`src/include/bms_cfg.svh`:
```
/*
 * timing counts and widths of the block-move sequencer.
 * assumes one core_clk cycle per cpu state.
 */
`ifndef BMS_CFG_SVH
`define BMS_CFG_SVH
`define BMS_AW          24
`define BMS_CW          16
`define BMS_OVH_STATES  8
`define BMS_BYTE_STATES 4
`define BMS_FIFO_DEPTH  16
`endif

```
`src/include/bms_pkg.sv`:
```
/*
 * types shared by the block-move sequencer.
 * assumes bms_cfg.svh is on the include path.
 */
`include "bms_cfg.svh"
package bms_pkg;
    typedef enum logic [2:0] {
        BMS_IDLE = 3'h0,
        BMS_OVH  = 3'h1,
        BMS_RD1  = 3'h3,
        BMS_RD2  = 3'h2,
        BMS_WR1  = 3'h6,
        BMS_WR2  = 3'h7
    } bms_state_t;

    typedef struct packed {
        logic                 req;
        logic                 we;
        logic [`BMS_AW-1:0]   addr;
        logic [7:0]           wdata;
    } bms_mreq_t;

    typedef struct packed {
        logic [`BMS_AW-1:0]   src;
        logic [`BMS_AW-1:0]   dst;
        logic [`BMS_CW-1:0]   cnt;
    } bms_regs_t;
endpackage

```
`src/hdl/bms_block_move.sv`:
```
/*
 * block-move sequencer with its byte fifo.
 * assumes on-chip memory answers a read in the second state of the access
 * and commits a write in the second state; the cpu waits for done.
 */
`timescale 1ns/1ns
`default_nettype none
`include "bms_cfg.svh"

module bms_fifo #(
    parameter int W = 8,
    parameter int D = `BMS_FIFO_DEPTH
) (
    input  wire logic         core_clk,
    input  wire logic         resetn,
    input  wire logic         inValid,
    output logic              inReady,
    input  wire logic [W-1:0] inData,
    output logic              outValid,
    input  wire logic         outReady,
    output logic [W-1:0]      outData
);
    localparam int AB = $clog2(D);
    logic [W-1:0]  mem [D];
    logic [AB:0]   wrPtr_r;
    logic [AB:0]   rdPtr_r;

    assign inReady  = (wrPtr_r - rdPtr_r) != (AB+1)'(D);
    assign outValid = wrPtr_r != rdPtr_r;
    assign outData  = mem[rdPtr_r[AB-1:0]];

    always_ff @(posedge core_clk) begin
        if (inValid && inReady) begin
            mem[wrPtr_r[AB-1:0]] <= inData;
        end
    end

    always_ff @(posedge core_clk) begin
        if (!resetn) begin
            wrPtr_r <= '0;
            rdPtr_r <= '0;
        end else begin
            if (inValid && inReady) begin
                wrPtr_r <= wrPtr_r + 1'b1;
            end
            if (outValid && outReady) begin
                rdPtr_r <= rdPtr_r + 1'b1;
            end
        end
    end
endmodule

// What this block does
// - each iteration copies one byte from source address to destination address
// - after each byte both pointers step up one, count steps down, until zero
// - word form loops on the full 16-bit count, otherwise same as byte form
// - zero count at start means no memory transfer, straight to next instruction
// - on-chip timing is eight states plus four states per byte moved
// - the per-byte multiplier is the count loaded before execution begins
module bms_block_move import bms_pkg::*; #(
    parameter int AW = `BMS_AW,
    parameter int CW = `BMS_CW
) (
    input  wire logic          core_clk,
    input  wire logic          resetn,
    input  wire logic          start,
    input  wire logic          wordMode,
    input  wire bms_regs_t     regsIn,
    input  wire logic [7:0]    flagsIn,
    output logic               busy,
    output logic               done,
    output bms_regs_t          regsOut,
    output logic [7:0]         flagsOut,
    output bms_mreq_t          memOut,
    input  wire logic          memRvalid,
    input  wire logic [7:0]    memRdata
);
    bms_state_t        state_r;
    bms_state_t        state_nxt;
    bms_regs_t         regs_r;
    logic              word_r;
    logic [7:0]        flags_r;
    logic [3:0]        ovhCnt_r;
    logic              done_r;
    logic              fifoInReady;
    logic              fifoOutValid;
    logic [7:0]        fifoOutData;
    logic              startTake;
    logic              loopLast;

    function automatic logic [CW-1:0] loop_count(input logic wm, input logic [CW-1:0] c);
        return wm ? c : {{(CW-8){1'b0}}, c[7:0]};
    endfunction

    assign startTake = start && (state_r == BMS_IDLE);
    // the loop ends when the active part of the count is about to reach zero
    assign loopLast  = loop_count(word_r, regs_r.cnt) == CW'(1);
    assign busy      = state_r != BMS_IDLE;
    assign done      = done_r;
    assign regsOut   = regs_r;
    assign flagsOut  = flags_r;

    bms_fifo #(.W(8), .D(`BMS_FIFO_DEPTH)) u_fifo (
        .core_clk (core_clk),
        .resetn   (resetn),
        .inValid  (state_r == BMS_RD2 && memRvalid),
        .inReady  (fifoInReady),
        .inData   (memRdata),
        .outValid (fifoOutValid),
        .outReady (state_r == BMS_WR2),
        .outData  (fifoOutData)
    );

    always_comb begin
        memOut = '0;
        unique case (state_r)
            BMS_RD1, BMS_RD2: begin
                memOut.req  = 1'b1;
                memOut.addr = regs_r.src;
            end
            BMS_WR1, BMS_WR2: begin
                memOut.req   = fifoOutValid;
                memOut.we    = 1'b1;
                memOut.addr  = regs_r.dst;
                memOut.wdata = fifoOutData;
            end
            default: ;
        endcase
    end

    always_comb begin
        state_nxt = state_r;
        unique case (state_r)
            BMS_IDLE: if (startTake) state_nxt = BMS_OVH;
            BMS_OVH: begin
                if (ovhCnt_r == 4'(`BMS_OVH_STATES - 1)) begin
                    // zero count skips every memory access
                    state_nxt = (loop_count(word_r, regs_r.cnt) == '0) ? BMS_IDLE : BMS_RD1;
                end
            end
            BMS_RD1: state_nxt = BMS_RD2;
            BMS_RD2: if (memRvalid && fifoInReady) state_nxt = BMS_WR1;
            BMS_WR1: if (fifoOutValid) state_nxt = BMS_WR2;
            BMS_WR2: state_nxt = loopLast ? BMS_IDLE : BMS_RD1;
            default: state_nxt = BMS_IDLE;
        endcase
    end

    always_ff @(posedge core_clk) begin
        if (!resetn) begin
            state_r <= BMS_IDLE;
        end else begin
            state_r <= state_nxt;
        end
    end

    always_ff @(posedge core_clk) begin
        if (!resetn) begin
            ovhCnt_r <= '0;
        end else if (state_r == BMS_OVH) begin
            ovhCnt_r <= ovhCnt_r + 4'h1;
        end else begin
            ovhCnt_r <= '0;
        end
    end

    always_ff @(posedge core_clk) begin
        if (!resetn) begin
            done_r <= 1'b0;
        end else begin
            done_r <= busy && (state_nxt == BMS_IDLE);
        end
    end

    // count and pointers are captured at start so the loop length is fixed then
    always_ff @(posedge core_clk) begin
        if (!resetn) begin
            regs_r <= '0;
            word_r <= 1'b0;
        end else if (startTake) begin
            regs_r <= regsIn;
            word_r <= wordMode;
        end else if (state_r == BMS_WR2) begin
            regs_r.src <= regs_r.src + AW'(1);
            regs_r.dst <= regs_r.dst + AW'(1);
            if (word_r) begin
                regs_r.cnt <= regs_r.cnt - CW'(1);
            end else begin
                regs_r.cnt[7:0] <= regs_r.cnt[7:0] - 8'h01;
            end
        end
    end

    // flags are only carried through, never computed here
    always_ff @(posedge core_clk) begin
        if (!resetn) begin
            flags_r <= 8'h00;
        end else if (startTake) begin
            flags_r <= flagsIn;
        end
    end

    // helper logic for the timing checks: cycles, stalls and initial count
    logic [CW+3:0] cyc_r;
    logic [CW+3:0] stall_r;
    logic [CW-1:0] n0_r;
    always_ff @(posedge core_clk) begin
        if (!resetn || startTake) begin
            cyc_r   <= '0;
            stall_r <= '0;
        end else if (busy) begin
            cyc_r <= cyc_r + 1'b1;
            if ((state_r == BMS_RD2 && !(memRvalid && fifoInReady))
                || (state_r == BMS_WR1 && !fifoOutValid)) begin
                stall_r <= stall_r + 1'b1;
            end
        end
    end
    always_ff @(posedge core_clk) begin
        if (!resetn) begin
            n0_r <= '0;
        end else if (startTake) begin
            n0_r <= loop_count(wordMode, regsIn.cnt);
        end
    end
endmodule

`default_nettype wire

```
`config.mk`:
```
export PLATFORM = sky130hd
export DESIGN_NAME = bms_block_move
export DESIGN_NICKNAME = d
export VERILOG_FILES = /design/src/include/bms_pkg.sv /design/src/hdl/bms_block_move.sv
export VERILOG_INCLUDE_DIRS = /design/src /design/src/include
export SDC_FILE = /design/constraint.sdc
export NUM_CORES = 1
export LEC_CHECK = 0
export BUFFER_PORTS_ARGS = -buffer_cell sky130_fd_sc_hd__buf_2
export CORE_MARGIN = 4
export CORE_UTILIZATION = 33
export CTS_CLUSTER_DIAMETER = 120
export CTS_CLUSTER_SIZE = 8
export DETAILED_ROUTE_END_ITERATION = 10
export SYNTH_ARGS = -nofsm -noshare
export SYNTH_HDL_FRONTEND = slang
export SYNTH_HIERARCHICAL = 1
export SYNTH_SLANG_ARGS = --single-unit
```
`constraint.sdc`:
```
create_clock -name core_clk -period 6.9 [get_ports core_clk]
set_clock_uncertainty 0.2 [all_clocks]
set_input_delay 0.69 -clock core_clk [delete_from_list [all_inputs] [get_ports core_clk]]
set_output_delay 0.69 -clock core_clk [all_outputs]
set_load 0.01 [all_outputs]
```
==> results.json <==
{
  "outcome": "finished, final reports clean",
  "dieWidth_um": 183,
  "grt_pass1_wl_um": 42500,
  "cell_area_after_synthesis_mm2": 0.0102,
  "floorplan.rows": 63,
  "postSynthRegisterBits": 223,
  "antenna_cells_inserted": 0,
  "ratio_of_cells_with_drive_above_1_in_the_final_layout_pct": 27.8,
  "power_density_mw_per_mm2": 249,
  "worst_slew_pin_slew_ns": 1.10,
  "initial_antenna_violation_count": 1,
  "synth_edf_count": 128,
  "clock.fmax_mhz": 269,
  "initialDrtViolationCount": 632,
  "data_arrival_time_at_the_worst_slack_endpoint_ns": 2.82,
  "port-buffer-count": 192,
  "static-leakage-power_nw": 4.50,
  "ys_seq_area_share_pct": 56.5,
  "max-vdd-ir-drop_v": 0.000185,
  "ctsLongestPathBuffers": 3,
  "syn_area_per_cell_um2": 12.1,
  "dp_cells": 1387,
  "vias_in_the_first_global_route": 7362,
  "total_power_mw": 3.07,
  "cts_resized": 0,
  "synthToLayoutAreaGrowth_pct": 21.4,
  "end_kind": "output pin",
  "ant_nets": 0,
  "n_fill_cell": 2861,
  "place.gp.congestion": 0.810,
  "fin_crit_period_ns": 3.71,
  "layout.nets": 1130,
  "endpoint_required_time_on_the_critical_path_ns": 6.01,
  "post-route-drc-count": 0,
  "cts_sinks": 223,
  "grt_start_max_net_pins": 94,
  "synth.top_cells.by_area": "sky130_fd_sc_hd__edfxtp_1 (38%), sky130_fd_sc_hd__dfxtp_1 (19%), sky130_fd_sc_hd__mux4_2 (8.9%)",
  "timing.critical_path.fanout_max": 32,
  "coreArea_mm2": 0.0300,
  "final_period_utilization_pct": 53.8,
  "cts-htree-levels": 1,
  "timing.final.setup_violations": 0,
  "syn_inst": 842,
  "globalRouteOverflowTotal": 0,
  "synth.net_count": 942,
  "grt_setup_unrepaired": "false",
  "post-synth-top-area-cell": "sky130_fd_sc_hd__edfxtp_1",
  "route.final.wire_length_um": 28000,
  "vias": 7505,
  "clock_tree_from_tritoncts": "built",
  "async_flop_share_pct": 0,
  "setup-tns-final_ns": 0,
  "finalHoldViolCount": 0,
  "dp_hpwl_um": 18700,
  "routed_wire_per_std_cell_um": 19.5,
  "cts-buffers-inserted": 31,
  "cts-hold-fix-buffers": 0,
  "synth.most_common_cell": "sky130_fd_sc_hd__edfxtp_1",
  "synth_common_cells": "sky130_fd_sc_hd__edfxtp_1 (128), sky130_fd_sc_hd__dfxtp_1 (95), sky130_fd_sc_hd__nor2_1 (72)",
  "root_buffer": "sky130_fd_sc_hd__clkbuf_16",
  "avgViaCountPerCell": 5.23,
  "synth-warning-count": 6,
  "initial_utilization_pct": 33.8,
  "design.die.area_mm2": 0.0337,
  "die_height_um": 183,
  "grt_usage_pct": 15.9,
  "path_clk_slew_ns": 0.05,
  "area_share_of_the_leading_cell_type_in_the_synthesized_netlist_pct": 37.8,
  "timing.final.max_slew_violations": 0,
  "stdcell_count": 1435,
  "top_level_ports": 193,
  "drtPass1Iterations": 5,
  "yosysUniqueCellTypes": 67,
  "criticalPathCategory": "flip-flop to output pin",
  "critPathLaunchType": "flip-flop",
  "timing.max_cap.violations": 0,
  "hp-class": "input pin to flip-flop",
  "clk-insertion-delay-late_ns": 0.55,
  "post_cts.repair.setup_buffers": 0,
  "synth_top_flop_cell": "sky130_fd_sc_hd__edfxtp_1",
  "timing.slew.headroom_pct": 26.3
}
metrics by stage:
step / util (%) / worst slack, ns / cell area (um^2) / hold slack, ns
after detailed placement: 38.2 / 3.65 / 11500 / 0.241
after global routing: 41.1 / 2.87 / 12300 / 0.161
final: 41.1 / 3.19 / 12300 / 0.172
after floorplan: - / 3.95 / 10200 / 0.218
after CTS: 41.1 / 3.04 / 12300 / 0.145
after global placement: 38.2 / 3.65 / 11500 / 0.234
critical path, cell delays in order (launching register included):
cell and delay (ns):
sky130_fd_sc_hd__dfxtp_2 0.30, sky130_fd_sc_hd__buf_4 0.54, sky130_fd_sc_hd__mux4_2 0.60, sky130_fd_sc_hd__mux4_2 0.46, sky130_fd_sc_hd__and3_1 0.22, sky130_fd_sc_hd__buf_2 0.15
layout make-up:
class	instances	area, um^2	area share [%]
clock buffer	47	836	6.77
inverter	22	82.6	0.669
sequential	223	5750	46.6
tap	390	488	3.95
multi-input combinational	552	4150	33.6
timing repair buffer	200	1020	8.27
clock inverter	1	20.0	0.162
final timing paths:
kind,start,to,slack [ns],cells past startpoint
hold reg to reg,ovhCnt_r[0],ovhCnt_r[0],0.25,1
hold / removal,flagsIn[4],flagsOut[4],0.17,3
setup / recovery,flip-flop,memOut[7],3.19,5
setup reg to reg,u_fifo/rdPtr_r[1],u_fifo/mem[13][5],3.58,8
registers in the layout, indices dropped and copies added (netlist names), named ones only:
| name | flops |
|---|---|
| u_fifo/mem | 128 |
| regsOut | 64 |
| flagsOut | 8 |
| u_fifo/rdPtr_r | 5 |
| u_fifo/wrPtr_r | 5 |
| ovhCnt_r | 4 |
| state_r | 3 |
| done | 1 |
| word_r | 1 |
logic make-up after synthesis:
family	count (synthesis)	share of synthesized area [%]
xor+xnor	51	4.40
buf+inv	67	2.75
compound gates	144	8.70
simple gates	275	14.2
flops	223	56.5
fa+ha+maj	15	1.85
mux	67	11.5
per-layer routing:
metal	part of all wire [%]	global-route usage, %	wire length, um
met1	45	22.5	12600
met2	47	25.2	13200
met3	6.0	3.05	1680
met4	1.6	3.90	460
met5	0.046	0	13
report_power, final:
| part | internal (mW) | total (mW) | leakage, nW | switching, mW |
|---|---|---|---|---|
| logic | 0.0888 | 0.206 | 2.16 | 0.117 |
| registers | 1.44 | 1.50 | 1.93 | 0.0552 |
| clock network | 0.820 | 1.37 | 0.411 | 0.547 |
| total | 2.35 | 3.07 | 4.50 | 0.720 |
layout by cell type (no fill, tap or decap), types with 3 or more instances in the layout:
master and count:
sky130_fd_sc_hd__and4_1 7, sky130_fd_sc_hd__o211ai_1 3, sky130_fd_sc_hd__clkbuf_1 16, sky130_fd_sc_hd__nand4_1 19, sky130_fd_sc_hd__mux4_2 40, sky130_fd_sc_hd__mux2i_1 26
sky130_fd_sc_hd__a211oi_1 17, sky130_fd_sc_hd__a311oi_1 3, sky130_fd_sc_hd__o21a_1 3, sky130_fd_sc_hd__or3_1 6, sky130_fd_sc_hd__o21ai_0 3, sky130_fd_sc_hd__xnor2_1 27
sky130_fd_sc_hd__clkinv_1 3, sky130_fd_sc_hd__nor2b_1 3, sky130_fd_sc_hd__nand2_1 54, sky130_fd_sc_hd__dfxtp_1 93, sky130_fd_sc_hd__edfxtp_1 128, sky130_fd_sc_hd__nor2_1 72
sky130_fd_sc_hd__ha_1 15, sky130_fd_sc_hd__nand3_1 25, sky130_fd_sc_hd__inv_1 18, sky130_fd_sc_hd__a21oi_1 54, sky130_fd_sc_hd__clkbuf_16 31, sky130_fd_sc_hd__a221oi_1 4
sky130_fd_sc_hd__a31oi_1 4, sky130_fd_sc_hd__buf_2 192, sky130_fd_sc_hd__and3_1 27, sky130_fd_sc_hd__xor2_1 24, sky130_fd_sc_hd__and2_1 11, sky130_fd_sc_hd__buf_4 8
sky130_fd_sc_hd__o21ai_1 35, sky130_fd_sc_hd__nor3_1 22, sky130_fd_sc_hd__nor4_1 7, sky130_fd_sc_hd__a22oi_1 5
Note: power is estimated with default switching activity, not from simulation.
